### src/design/hdt_pkg.sv
// hdt_pkg: constants and carriers for the hypervisor debug trap control block
// assumes one 125 MHz core clock; shared by all design files
package hdt_pkg;

    localparam int HDT_XLEN = 32;

    // register field positions
    localparam int HDT_BIT_ROM_TRAP   = 11;
    localparam int HDT_BIT_OS_TRAP    = 10;
    localparam int HDT_BIT_DBG_TRAP   = 9;
    localparam int HDT_BIT_DBG_ROUTE  = 8;
    localparam int HDT_BIT_HYP_CNT_EN = 7;
    localparam int HDT_BIT_MON_TRAP   = 6;
    localparam int HDT_BIT_MCR_TRAP   = 5;
    localparam int HDT_SPLIT_MSB      = 4;
    localparam int HDT_SPLIT_W        = 5;

    // coprocessor move encoding of this register
    localparam logic [2:0] HDT_OPC1   = 3'h4;
    localparam logic [2:0] HDT_OPC2   = 3'h1;
    localparam logic [3:0] HDT_CRN    = 4'h1;
    localparam logic [3:0] HDT_CRM    = 4'h1;
    localparam logic [3:0] HDT_CP_SYS = 4'hf;
    localparam logic [3:0] HDT_CP_DBG = 4'he;

    // reset values
    localparam logic HDT_RST_TRAP   = 1'b0;
    // counter enable resets to an unknown value; zero is a legal choice
    localparam logic HDT_RST_CNT_EN = 1'b0;

    typedef enum logic [1:0] {
        HDT_EL0,
        HDT_EL1,
        HDT_EL2
    } hdt_el_t;

    // class of register touched by a lower-level system access
    typedef enum logic [2:0] {
        HDT_R_NONE,
        HDT_R_DEBUG,
        HDT_R_DBG_XFER,
        HDT_R_DBG_ROM,
        HDT_R_DBG_PWR,
        HDT_R_PMU,
        HDT_R_PMU_CTRL
    } hdt_rclass_t;

    typedef struct packed {
        logic        valid;
        hdt_el_t     el;
        hdt_rclass_t rclass;
        logic        external;
    } hdt_acc_t;

    typedef struct packed {
        logic                 valid;
        logic                 write;
        logic [2:0]           opc1;
        logic [2:0]           opc2;
        logic [3:0]           crn;
        logic [3:0]           crm;
        logic [3:0]           coproc;
        hdt_el_t              el;
        logic [HDT_XLEN-1:0]  wdata;
    } hdt_mcr_t;

    typedef enum logic [1:0] {
        HDT_ST_IDLE,
        HDT_ST_DONE,
        HDT_ST_TRAP
    } hdt_state_t;

endpackage

### src/design/hdt_trap_decode.sv
// hdt_trap_decode: combinational trap decision for one lower-level access
// assumes effective control bits already include the override terms
`timescale 1ns/1ps
module hdt_trap_decode
    import hdt_pkg::*;
(
    input  wire hdt_acc_t acc,
    input  wire logic     debug_halt,
    input  wire logic     rom_eff,
    input  wire logic     os_eff,
    input  wire logic     dbg_eff,
    input  wire logic     route_eff,
    input  wire logic     mon_trap,
    input  wire logic     mcr_trap,
    output logic          trap
);
    logic lower;
    logic is_dbg;

    always_comb
    begin
        lower  = acc.valid && (acc.el != HDT_EL2);
        // powerdown registers are undefined at the lowest level, not trapped
        is_dbg = (acc.rclass == HDT_R_DEBUG) || (acc.rclass == HDT_R_DBG_XFER)
              || (acc.rclass == HDT_R_DBG_ROM)
              || (acc.rclass == HDT_R_DBG_PWR && acc.el == HDT_EL1);
        trap = 1'b0;
        if (lower)
        begin
            case (acc.rclass)
                HDT_R_DBG_ROM:  trap = rom_eff;
                HDT_R_DBG_PWR:  trap = os_eff && (acc.el == HDT_EL1);
                HDT_R_DEBUG:    trap = dbg_eff;
                HDT_R_DBG_XFER: trap = dbg_eff && !debug_halt;
                HDT_R_PMU:      trap = mon_trap && !acc.external;
                HDT_R_PMU_CTRL: trap = (mon_trap || mcr_trap) && !acc.external;
                default:        trap = 1'b0;
            endcase
            // routing bit traps every debug access that is otherwise legal, except transfer accesses in debug halt
            if (is_dbg && route_eff && !(acc.rclass == HDT_R_DBG_XFER && debug_halt))
            begin
                trap = 1'b1;
            end
        end
    end
endmodule

### src/design/hdt_counter_split.sv
// hdt_counter_split: per-counter ownership and enable from the split field
// assumes counter index space of CNT_MAX counters
`timescale 1ns/1ps
module hdt_counter_split
    import hdt_pkg::*;
#(
    parameter int CNT_MAX = 31
)
(
    input  wire logic [HDT_SPLIT_W-1:0] split,
    input  wire logic [HDT_SPLIT_W-1:0] impl_count,
    input  wire logic                   global_en,
    input  wire logic                   hyp_cnt_en,
    input  wire logic                   hyp_disable,
    input  wire logic                   in_hyp,
    output logic [CNT_MAX-1:0]          lower_owned,
    output logic [CNT_MAX-1:0]          counter_run
);
    logic [HDT_SPLIT_W-1:0] eff_split;

    // illegal split reserves all counters for the hypervisor
    always_comb
    begin
        if (split == '0 || split > impl_count)
            eff_split = '0;
        else
            eff_split = split;
    end

    genvar g;
    generate
        for (g = 0; g < CNT_MAX; g++)
        begin : g_cnt
            localparam logic [HDT_SPLIT_W-1:0] IDX = HDT_SPLIT_W'(g);
            wire implemented = IDX < impl_count;
            wire low         = IDX < eff_split;
            assign lower_owned[g] = implemented && low;
            assign counter_run[g] = implemented && (low
                ? (global_en && !(hyp_disable && in_hyp))
                : hyp_cnt_en);
        end
    endgenerate
endmodule

### src/design/hdt_ctrl.sv
// hdt_ctrl: hypervisor debug trap control register and trap routing
// Notes on behaviour
// - debug-access trap sends lower-level 1110-space debug accesses to hypervisor
// - in debug halt, transfer receive/transmit register accesses are never trapped
// - general trap or routing bit forces debug-access trap; reads show stored bit
// - routing bit sends lower-level debug exceptions to the hypervisor level
// - routing bit traps every debug register access that is otherwise defined, except transfer accesses in debug halt
// - general trap enable acts as routing bit, except for direct reads
// - hypervisor counter enable runs the hypervisor-reserved counters
// - monitor-access trap traps lower-level performance monitor accesses
// - external debug interface accesses bypass performance monitor traps
// - monitor-control trap traps lower-level control register accesses
// - without performance monitors, counter fields read zero and ignore writes
// - split field holds count of lower-level accessible counters
// - counters below split follow global enable, stopped in hypervisor by disable
// - counters from split upward are hypervisor-only and follow counter enable
// - zero or oversize split reserves all counters to the hypervisor
// - reset loads the implemented counter count into the split field
// - reset clears trap and routing bits; counter enable takes zero
// - register is read and written by coprocessor move 4,c1,c1,1 on cp 1111
// - group-1 trap bit traps first-level accesses to this register
// - ROM-address trap sends lower-level ROM address register accesses up
// - OS-related trap sends first-level powerdown register accesses up
// assumes the core presents one move request at a time and holds until answered
`timescale 1ns/1ps
module hdt_ctrl
    import hdt_pkg::*;
#(
    parameter bit PMU_PRESENT = 1'b1,
    parameter int CNT_MAX     = 31,
    parameter logic [HDT_SPLIT_W-1:0] IMPL_COUNT = 5'h06
)
(
    input  wire logic                core_clk,
    input  wire logic                nrst,
    input  wire hdt_mcr_t            mcr,
    input  wire hdt_acc_t            acc,
    input  wire logic                general_trap_enable,
    input  wire logic                group1_register_trap,
    input  wire logic                debug_halt,
    input  wire logic                dbg_exc_req,
    input  wire hdt_el_t             dbg_exc_el,
    input  wire logic                global_counter_enable,
    input  wire logic                hyp_counting_disable,
    input  wire logic                rom_address_trap,
    input  wire logic                os_related_trap,
    input  wire logic                in_hyp,
    output logic                     mcr_done,
    output logic                     mcr_trap_exc,
    output logic [HDT_XLEN-1:0]      mcr_rdata,
    output logic                     acc_trap,
    output logic                     dbg_exc_to_hyp,
    output logic [CNT_MAX-1:0]       lower_owned,
    output logic [CNT_MAX-1:0]       counter_run,
    output logic [HDT_XLEN-1:0]      hyp_debug_trap_control
);
    logic                   debug_access_trap_q;
    logic                   debug_exception_route_q;
    logic                   hyp_counter_enable_q;
    logic                   monitor_access_trap_q;
    logic                   monitor_control_trap_q;
    logic [HDT_SPLIT_W-1:0] counter_split_q;
    hdt_state_t             state_q;
    logic                   hit;
    logic                   take_trap;
    logic                   route_eff;
    logic                   dbg_eff;
    logic                   rom_eff;
    logic                   os_eff;
    logic                   acc_trap_c;
    logic [HDT_XLEN-1:0]    reg_view;
    logic [CNT_MAX-1:0]     lower_owned_c;
    logic [CNT_MAX-1:0]     counter_run_c;

    function automatic logic is_this_reg(input hdt_mcr_t m);
        return m.coproc == HDT_CP_SYS && m.opc1 == HDT_OPC1 && m.opc2 == HDT_OPC2
            && m.crn == HDT_CRN && m.crm == HDT_CRM;
    endfunction

    assign hit       = mcr.valid && is_this_reg(mcr) && (state_q == HDT_ST_IDLE);
    // lowest level has no access; first level only under the group trap
    assign take_trap = (mcr.el == HDT_EL0)
                    || (mcr.el == HDT_EL1 && group1_register_trap);

    // effective controls: overrides never touch the stored bits
    assign route_eff = debug_exception_route_q || general_trap_enable;
    assign dbg_eff   = debug_access_trap_q || route_eff;
    assign rom_eff   = rom_address_trap || route_eff;
    assign os_eff    = os_related_trap || route_eff;

    hdt_trap_decode u_decode (
        .acc        (acc),
        .debug_halt (debug_halt),
        .rom_eff    (rom_eff),
        .os_eff     (os_eff),
        .dbg_eff    (dbg_eff),
        .route_eff  (route_eff),
        .mon_trap   (monitor_access_trap_q),
        .mcr_trap   (monitor_control_trap_q),
        .trap       (acc_trap_c)
    );

    hdt_counter_split #(
        .CNT_MAX (CNT_MAX)
    ) u_split (
        .split       (counter_split_q),
        .impl_count  (IMPL_COUNT),
        .global_en   (global_counter_enable),
        .hyp_cnt_en  (hyp_counter_enable_q),
        .hyp_disable (hyp_counting_disable),
        .in_hyp      (in_hyp),
        .lower_owned (lower_owned_c),
        .counter_run (counter_run_c)
    );

    // direct read view of stored fields
    always_comb
    begin
        reg_view = '0;
        reg_view[HDT_BIT_DBG_TRAP]  = debug_access_trap_q;
        reg_view[HDT_BIT_DBG_ROUTE] = debug_exception_route_q;
        if (PMU_PRESENT)
        begin
            reg_view[HDT_BIT_HYP_CNT_EN]           = hyp_counter_enable_q;
            reg_view[HDT_BIT_MON_TRAP]             = monitor_access_trap_q;
            reg_view[HDT_BIT_MCR_TRAP]             = monitor_control_trap_q;
            reg_view[HDT_SPLIT_MSB:0]              = counter_split_q;
        end
    end

    assign hyp_debug_trap_control = reg_view;

    // trap and routing bits
    always_ff @(posedge core_clk or negedge nrst)
    begin
        if (!nrst)
        begin
            debug_access_trap_q     <= HDT_RST_TRAP;
            debug_exception_route_q <= HDT_RST_TRAP;
        end
        else if (hit && mcr.write && !take_trap)
        begin
            debug_access_trap_q     <= mcr.wdata[HDT_BIT_DBG_TRAP];
            debug_exception_route_q <= mcr.wdata[HDT_BIT_DBG_ROUTE];
        end
    end

    // performance monitor fields
    always_ff @(posedge core_clk or negedge nrst)
    begin
        if (!nrst)
        begin
            hyp_counter_enable_q   <= HDT_RST_CNT_EN;
            monitor_access_trap_q  <= HDT_RST_TRAP;
            monitor_control_trap_q <= HDT_RST_TRAP;
            counter_split_q        <= PMU_PRESENT ? IMPL_COUNT : '0;
        end
        else if (PMU_PRESENT && hit && mcr.write && !take_trap)
        begin
            hyp_counter_enable_q   <= mcr.wdata[HDT_BIT_HYP_CNT_EN];
            monitor_access_trap_q  <= mcr.wdata[HDT_BIT_MON_TRAP];
            monitor_control_trap_q <= mcr.wdata[HDT_BIT_MCR_TRAP];
            counter_split_q        <= mcr.wdata[HDT_SPLIT_MSB:0];
        end
    end

    // move request answer: one-cycle done or trap pulse
    always_ff @(posedge core_clk or negedge nrst)
    begin
        if (!nrst)
        begin
            state_q   <= HDT_ST_IDLE;
            mcr_rdata <= '0;
        end
        else
        begin
            case (state_q)
                HDT_ST_IDLE:
                begin
                    if (hit && take_trap)
                        state_q <= HDT_ST_TRAP;
                    else if (hit)
                    begin
                        state_q <= HDT_ST_DONE;
                        if (!mcr.write)
                            mcr_rdata <= reg_view;
                    end
                end
                HDT_ST_DONE: state_q <= HDT_ST_IDLE;
                HDT_ST_TRAP: state_q <= HDT_ST_IDLE;
                default:     state_q <= HDT_ST_IDLE;
            endcase
        end
    end

    assign mcr_done     = (state_q == HDT_ST_DONE);
    assign mcr_trap_exc = (state_q == HDT_ST_TRAP);

    // counter map registered so the outputs come from flops
    always_ff @(posedge core_clk or negedge nrst)
    begin
        if (!nrst)
        begin
            lower_owned <= '0;
            counter_run <= '0;
        end
        else
        begin
            lower_owned <= lower_owned_c;
            counter_run <= counter_run_c;
        end
    end

    // access trap and exception routing are registered for timing
    always_ff @(posedge core_clk or negedge nrst)
    begin
        if (!nrst)
        begin
            acc_trap       <= 1'b0;
            dbg_exc_to_hyp <= 1'b0;
        end
        else
        begin
            acc_trap       <= acc_trap_c;
            dbg_exc_to_hyp <= dbg_exc_req && (dbg_exc_el != HDT_EL2) && route_eff;
        end
    end

    property p_route_exc;
        @(posedge core_clk) disable iff (!nrst)
        (dbg_exc_req && dbg_exc_el == HDT_EL0 && general_trap_enable) |=> dbg_exc_to_hyp;
    endproperty
    a_route_exc: assert property (p_route_exc) else $error("debug exception not routed");

    property p_no_xfer_trap_halt;
        @(posedge core_clk) disable iff (!nrst)
        (acc.valid && acc.rclass == HDT_R_DBG_XFER && debug_halt) |=> !acc_trap;
    endproperty
    a_no_xfer_trap_halt: assert property (p_no_xfer_trap_halt) else $error("xfer trapped");

    property p_tge_forces_dbg;
        @(posedge core_clk) disable iff (!nrst)
        (acc.valid && acc.el != HDT_EL2 && acc.rclass == HDT_R_DEBUG && general_trap_enable)
            |=> acc_trap;
    endproperty
    a_tge_forces_dbg: assert property (p_tge_forces_dbg) else $error("no forced trap");

    property p_ext_no_pmu_trap;
        @(posedge core_clk) disable iff (!nrst)
        (acc.valid && acc.external && (acc.rclass == HDT_R_PMU || acc.rclass == HDT_R_PMU_CTRL))
            |=> !acc_trap;
    endproperty
    a_ext_no_pmu_trap: assert property (p_ext_no_pmu_trap) else $error("ext pmu trapped");

    property p_pmu_trap;
        @(posedge core_clk) disable iff (!nrst)
        (acc.valid && !acc.external && acc.el == HDT_EL0 && acc.rclass == HDT_R_PMU
            && monitor_access_trap_q) |=> acc_trap;
    endproperty
    a_pmu_trap: assert property (p_pmu_trap) else $error("pmu access not trapped");

    property p_trap_no_write;
        @(posedge core_clk) disable iff (!nrst)
        (hit && take_trap) |=> ($stable(hyp_debug_trap_control) && mcr_trap_exc && !mcr_done);
    endproperty
    a_trap_no_write: assert property (p_trap_no_write) else $error("trapped move acted");

    property p_write_lands;
        @(posedge core_clk) disable iff (!nrst)
        (hit && mcr.write && !take_trap)
            |=> (debug_access_trap_q == $past(mcr.wdata[HDT_BIT_DBG_TRAP]) && mcr_done);
    endproperty
    a_write_lands: assert property (p_write_lands) else $error("write not stored");

    property p_reserved_zero;
        @(posedge core_clk) disable iff (!nrst)
        hyp_debug_trap_control[HDT_XLEN-1:HDT_BIT_DBG_TRAP+1] == '0;
    endproperty
    a_reserved_zero: assert property (p_reserved_zero) else $error("reserved bits set");

    property p_rom_trap;
        @(posedge core_clk) disable iff (!nrst)
        (acc.valid && acc.el != HDT_EL2 && acc.rclass == HDT_R_DBG_ROM && rom_address_trap)
            |=> acc_trap;
    endproperty
    a_rom_trap: assert property (p_rom_trap) else $error("rom access not trapped");

    property p_os_trap;
        @(posedge core_clk) disable iff (!nrst)
        (acc.valid && acc.el == HDT_EL1 && acc.rclass == HDT_R_DBG_PWR && os_related_trap)
            |=> acc_trap;
    endproperty
    a_os_trap: assert property (p_os_trap) else $error("powerdown access not trapped");

    property p_mcr_ctrl_trap;
        @(posedge core_clk) disable iff (!nrst)
        (acc.valid && !acc.external && acc.el != HDT_EL2 && acc.rclass == HDT_R_PMU_CTRL
            && monitor_control_trap_q) |=> acc_trap;
    endproperty
    a_mcr_ctrl_trap: assert property (p_mcr_ctrl_trap) else $error("control not trapped");

    property p_read_answer;
        @(posedge core_clk) disable iff (!nrst)
        (hit && !mcr.write && !take_trap)
            |=> (mcr_done && mcr_rdata == $past(hyp_debug_trap_control));
    endproperty
    a_read_answer: assert property (p_read_answer) else $error("read data wrong");
endmodule

### config.mk
export PLATFORM = sky130hd
export DESIGN_NAME = hdt_ctrl
export DESIGN_NICKNAME = d
export VERILOG_FILES = /design/src/design/hdt_pkg.sv /design/src/design/hdt_trap_decode.sv /design/src/design/hdt_counter_split.sv /design/src/design/hdt_ctrl.sv
export SDC_FILE = /design/constraint.sdc
export NUM_CORES = 1
export LEC_CHECK = 0
export ABC_CLOCK_PERIOD_IN_PS = 1700
export BUFFER_PORTS_ARGS = -buffer_cell sky130_fd_sc_hd__buf_2
export CORE_AREA = 4 4 88 90
export DETAILED_ROUTE_END_ITERATION = 7
export DIE_AREA = 0 0 92 94
export GPL_ROUTABILITY_DRIVEN = 0
export HOLD_SLACK_MARGIN = 0.12
export PLACE_DENSITY_LB_ADDON = 0.1
export SYNTH_ARGS = -nofsm -noshare
export SYNTH_HDL_FRONTEND = slang
export SYNTH_SLANG_ARGS = --single-unit
### constraint.sdc
create_clock -name core_clk -period 1.7 [get_ports core_clk]
set_input_delay 0.255 -clock core_clk [delete_from_list [all_inputs] [get_ports core_clk]]
set_output_delay 0.255 -clock core_clk [all_outputs]
set_load 0.05 [all_outputs]
=== After elaboration in Yosys (flattened, before gate mapping) ===
Index checks and enable logic that the tools add are counted.

* $lt $le $gt $ge: 7
* Eq/ne operators: 18
* Mux-type cells: 13
* Bitwise logic cells: 2
* Reduce and logical (&&, ||, !) cells: 42

{| class="wikitable"
|+ Operators by type and width
! operator !! number
|-
| $logic_and 1x1->1 || 23
|-
| $eq 3x3->1 const B || 4
|-
| $logic_or 1x1->1 || 10
|-
| $lt 1x5->1 const A || 2
|-
| $lt 2x5->1 const A || 2
|-
| $lt 3x5->1 const A || 2
|-
| $eq 4x1->1 const B || 2
|-
| $mux 1 || 8
|-
| $eq 2x1->1 const B || 3
|-
| $eq 3x1->1 const B || 2
|-
| $eq 3x2->1 const B || 2
|-
| $mux 2 || 3
|-
| $pmux 1 s6 || 1
|-
| $gt 5x3->1 const B || 1
|-
| $logic_not 1->1 || 5
|-
| $logic_not 5->1 || 1
|-
| $mux 5 || 1
|-
| $eq 4x4->1 const B || 1
|-
| $logic_not 2->1 || 2
|-
| $ne 2x2->1 const B || 2
|-
| $reduce_and 4->1 || 1
|-
| $ne 3x2->1 const B || 1
|-
| $eq 2x2->1 const B || 1
|-
| $not 1->1 || 2
|}

* Flip-flop bits (word level): 36
* Input bits: 74
* Output and inout bits: 130
* Word-level logic and storage cells: 94

=== Depth between registers and ports, before layout ===
* Word-level depth: 10
* Mapped depth: 5
* Mapped depth without buffers: 4

=== Cells and area by module ===
Synthesis repeated with hierarchy kept, for this count alone.

* Cell total of the unflattened synthesis: 442
* Area, all modules: 4471.8 um2

{| class="wikitable"
|+ Modules (own cells, without submodules)
! module !! times used !! cells an instance !! area an instance (um2) !! seq. area each (um2)
|-
| hdt_ctrl || 1 || 181 || 3004.1 || 2154.6
|-
| hdt_counter_split || 1 || 246 || 1361.3 || 0.0
|-
| hdt_trap_decode || 1 || 15 || 106.4 || 0.0
|}

=== Worst setup path after synthesis ===
OpenSTA, ideal clock, no wires.

* Path type: register to register
* Start point: register counter_split_q[1]
* End point: register counter_run[2]
* Library setup time: 125 ps
* Arrival: 1723 ps
* Required time: 1575 ps
* Setup slack: -148 ps
* Cell stages (with the launch flop): 6
* Path buffers: 1
* Clock period less this slack: 1848 ps
* Cells stage by stage: dfstp_2 clkbuf_1 nand2_1 xor2_1 nor3_1 mux2_2

* Word-level cells in the longest chain between the ends: 5
* Elaborated cells between the ends (all ways): 6
* Classes of those cells: 2 x order compare; 2 x mux; 2 x reduce/logical

{| class="wikitable"
|+ Ends and longest elaborated chain
! item !! line !! source
|-
| from (decl) || hdt_ctrl.sv:62 || <nowiki>logic [HDT_SPLIT_W-1:0] counter_split_q;</nowiki>
|-
| from (signal assigned) || hdt_ctrl.sv:156 || <nowiki>counter_split_q <= PMU_PRESENT ? IMPL_COUNT : '0;</nowiki>
|-
| from (signal assigned) || hdt_ctrl.sv:163 || <nowiki>counter_split_q <= mcr.wdata[HDT_SPLIT_MSB:0];</nowiki>
|-
| $gt 5x3->1 / $logic_not 5->1 (equally long branches) || hdt_counter_split.sv:24 || <nowiki>if (split == '0 || split > impl_count)</nowiki>
|-
| $logic_or 1x1->1 || hdt_counter_split.sv:24 ||
|-
| $mux 5 (*) || hdt_counter_split.sv:24 ||
|-
| $lt 2x5->1 (*) || hdt_counter_split.sv:36 || <nowiki>wire low = IDX < eff_split;</nowiki>
|-
| via u_split.g_cnt[2].low || hdt_counter_split.sv:36 ||
|-
| $mux 1 (*) || hdt_counter_split.sv:39 || <nowiki>? (global_en && !(hyp_disable && in_hyp))</nowiki>
|-
| via counter_run_c[2] || hdt_ctrl.sv:73 || <nowiki>logic [CNT_MAX-1:0] counter_run_c;</nowiki>
|-
| to (signal assigned) || hdt_ctrl.sv:210 || <nowiki>counter_run <= counter_run_c;</nowiki>
|-
| to (decl) || hdt_ctrl.sv:54 || <nowiki>output logic [CNT_MAX-1:0] counter_run,</nowiki>
|}

Mark *: on every way through the listed nets, which the timed path passes. The rest lies on a longest branch.
A chain may end at the register's enable or synchronous reset.

=== Worst setup path after layout ===
* Start point: register state_q[0]
* End point: register hyp_counter_enable_q

* Word-level cells in the longest chain between the ends: 4

{| class="wikitable"
|+ Ends and longest elaborated chain
! item !! line !! source
|-
| from (decl) || hdt_ctrl.sv:63 || <nowiki>hdt_state_t state_q;</nowiki>
|-
| from (signal assigned) || hdt_ctrl.sv:172 || <nowiki>state_q <= HDT_ST_IDLE;</nowiki>
|-
| from (signal assigned) || hdt_ctrl.sv:181 || <nowiki>state_q <= HDT_ST_TRAP;</nowiki>
|-
| from (signal assigned) || hdt_ctrl.sv:184 || <nowiki>state_q <= HDT_ST_DONE;</nowiki>
|-
| $logic_not 2->1 || hdt_ctrl.sv:80 || <nowiki>assign hit = mcr.valid && is_this_reg(mcr) && (state_q == HDT_ST_IDLE);</nowiki>
|-
| $logic_and 1x1->1 || hdt_ctrl.sv:80 ||
|-
| $logic_and 1x1->1 (2 in a row) || hdt_ctrl.sv:158 || <nowiki>else if (PMU_PRESENT && hit && mcr.write && !take_trap)</nowiki>
|-
| to (signal assigned) || hdt_ctrl.sv:160 || <nowiki>hyp_counter_enable_q <= mcr.wdata[HDT_BIT_HYP_CNT_EN];</nowiki>
|-
| to (decl) || hdt_ctrl.sv:59 || <nowiki>logic hyp_counter_enable_q;</nowiki>
|}

No other way between the ends.

==> metrics.yaml <==
sta:
  tightest_slew_ns: 0.7043
  rsz0062_at_grt: "true"
  fmax_mhz: 547.0
  hold_violations: 0
  finalSetupViolations: 20
  max_slew_margin_pct: 52.63
  finalCritPeriodShare_pct: 107.5
  finClkSkew_ns: 0.004539
  setup_ws_ns: -0.1282
  holdWs_ns: 0.1917
  post-route-min-period_ns: 1.828
  drv_slew: 0
drt:
  routed_wl_mm: 5.016
  drc: 0
  vias_per_cell: 3.745
  routedWlPerCell_um: 12.06
  num_vias: 1558
  drtIter0Drc: 20
  drtAntennaViolNets: 0
  firstDrtPassIters: 4
worst_setup_path:
  cp_data_required_time_ns: 1.86
  criticalPathCategory: "flop to flop"
  crit_arrival_ns: 1.99
  cp-end-kind: "flop"
  crit_start: "state_q[0]"
  cp-start-kind: "flop"
  worstPathMaxFanout: 5
  rrSetupSlack_ns: -0.13
  rr_worst_depth: 5
  r2r_end: "hyp_counter_enable_q"
  rr_startpoint: "state_q[0]"
die:
  initial_utilization_pct: 33.57
  chipHeight_um: 94
  rows: 31
  io_pins: 204
  core_area_um2: 7059
  die_x_um: 92
  dieArea_um2: 8648
pwr:
  ir_worst_vdd_mv: 0.4236
  p_leak_nw: 1.626
  p_per_area_nw_per_um2: 725.8
worst_hold_path:
  min_to: "counter_split_q[2]"
  hold_depth: 2
  min-delay-path-class: "input pin to flop"
  hold_start: "mcr[2]"
global_route:
  grt.total_usage_pct: 10.99
  antenna_found_initial: 0
  gr-total-overflow: 0
  grt_pass1_wl_mm: 7.452
  grt_max_degree: 20
  grt_pass1_vias: 1480
clocking:
  cts_buffer_depth: 2
  htreeDepth: 2
  cts.sinks: 36
  cts_buffers: 5
  cts_root_buf: "clkbuf_8"
  clock_latency_ns: 0.28
  cts_tree: "done"
  path_clk_slew_ns: 0.07
placement:
  dp_slack_ns: -0.1697
  hpwl_mm: 4.100
  io_buffers: 87
final_layout:
  fill_cells: 768
  area_growth_pct: 17.32
  final_common_cell: "conb_1"
  most-common-layout-cells: "94 x conb_1, 87 x buf_2, 34 x dfrtp_1"
  nets: 391
  diodes: 0
  layout-drive-gt1-share_pct: 43.53
synthesis:
  syn-mean-instance-area_um2: 10.77
  ys_seq_area_share_pct: 38.12
  synth_area_um2: 2370
  postSynthCellCount: 220
  synth-main-ff-cell: "dfrtp_1"
  synthArstFlopShare_pct: 100.0
  synth_cell_types: 36
  ys_seq_elements: 36
  yosys_warnings: 0
  synth_edf_count: 0
outcome:
  failed_checks: "setup timing"
  status: "finished with violations"
run:
  drv_cap: 0
## synthesized netlist by cell type (all sizes together), types with 2 or more instances
master	number	area, µm²
buf	99	743.2
nor2	5	18.77
nor4bb	3	30.03
xor2	2	17.52
nor4	2	42.54
nand2	4	15.01
o21ai	3	15.01
dfrtp	34	850.8
inv	4	15.01
nand3b	2	18.77
clkbuf	2	7.510
nor4b	4	53.80
nand3	3	15.01
dfstp	2	52.55
nor3	2	10.01
and3	3	18.77
or3	2	12.51
mux2	26	292.8
nor2b	4	25.02
## cell families (layout without fill, tap and decap cells)
| group | count (synthesis) | after routing | share of synthesized area [%] |
|---|---|---|---|
| AOI/OAI and AO/OA | 11 | 11 | 3.485 |
| xor gates and xnor gates | 2 | 2 | 0.7393 |
| buffers and inverters | 105 | 109 | 32.31 |
| DFF | 36 | 36 | 38.12 |
| muxes | 26 | 26 | 12.35 |
| other | 1 | 94 | 0.1582 |
| and+or+nand+nor | 39 | 39 | 12.83 |
## sequential cells by signal, summed over array words and instances (netlist names)
| signal | cells |
|---|---|
| lower_owned | 6 |
| dbg_exc_to_hyp | 1 |
| acc_trap | 1 |
| monitor_access_trap_q | 1 |
| counter_run | 6 |
| state_q | 2 |
| hyp_counter_enable_q | 1 |
| debug_access_trap_q | 1 |
| counter_split_q | 5 |
| debug_exception_route_q | 1 |
| monitor_control_trap_q | 1 |
| mcr_rdata | 10 |
## worst max-delay path by stage
stage | end | slack (ns) | depth (start not counted)
floorplan | counter_split_q[0] | -0.13 | 4
global placement | hyp_counter_enable_q | -0.16 | 6
detailed placement | hyp_counter_enable_q | -0.17 | 5
CTS | hyp_counter_enable_q | -0.15 | 5
global route | hyp_counter_enable_q | -0.25 | 5
finish | hyp_counter_enable_q | -0.13 | 5
## what timing repair did
action | CTS | global route
resized for setup | 15 | 0
hold buffers | 1 | 0
endpoints found under the setup margin | 20 | 20
cloned | 0 | 0
hold endpoints to repair | 17 | 0
setup buffers | 0 | 0
## metrics by stage
| stage | utilization [%] | area, µm² | std cells | TNS, ns | power, mW |
|---|---|---|---|---|---|
| 2_1_floorplan | - | 2748 | 313 | -2.639 | 1.532 |
| 3_3_place_gp | 37.17 | 2624 | 408 | -2.861 | 1.458 |
| 3_5_place_dp | 37.17 | 2624 | 408 | -2.792 | 1.459 |
| 4_1_cts | 39.38 | 2780 | 416 | -2.171 | 2.044 |
| 5_1_grt | 39.38 | 2780 | 416 | -4.315 | 2.103 |
| 6_report | 39.38 | 2780 | 416 | -1.785 | 2.018 |
## critical path, stage by stage (launching register included)
cell and delay, ns:
dfrtp_1 0.41, nor4b_4 0.34, o2111ai_4 0.20, nor4_4 0.21, buf_4 0.21, mux2_2 0.35
## report_power, final
| part | total [mW] | switching [mW] | internal [mW] |
|---|---|---|---|
| sequential | 0.859 | 0.000404 | 0.859 |
| combinational | 0.594 | 0.526 | 0.0684 |
| clock | 0.565 | 0.286 | 0.279 |
## final cells by class
cell class              count  area [µm²]  share of cell area [%]
inverters                   4       15.01                  0.5401
clock buffers               6       72.57                   2.610
clock inverters             1       5.005                  0.1800
well taps                  99       123.9                   4.455
repair buffers             98       540.5                   19.44
multi-input cells         172        1120                   40.28
flip-flops and latches     36       903.4                   32.49
## layer usage
| metal | vias to the layer above | GRT usage [%] | share of wire, % |
|---|---|---|---|
| met2 | 100 | 18.07 | 49 |
| li1 | 733 | - | - |
| met1 | 719 | 13.62 | 39 |
| met3 | 6 | 3.606 | 11 |
| met4 | 0 | 3.589 | 1.1 |
| met5 | - | 0 | 0 |
Note: power is estimated with default switching activity, not from simulation.
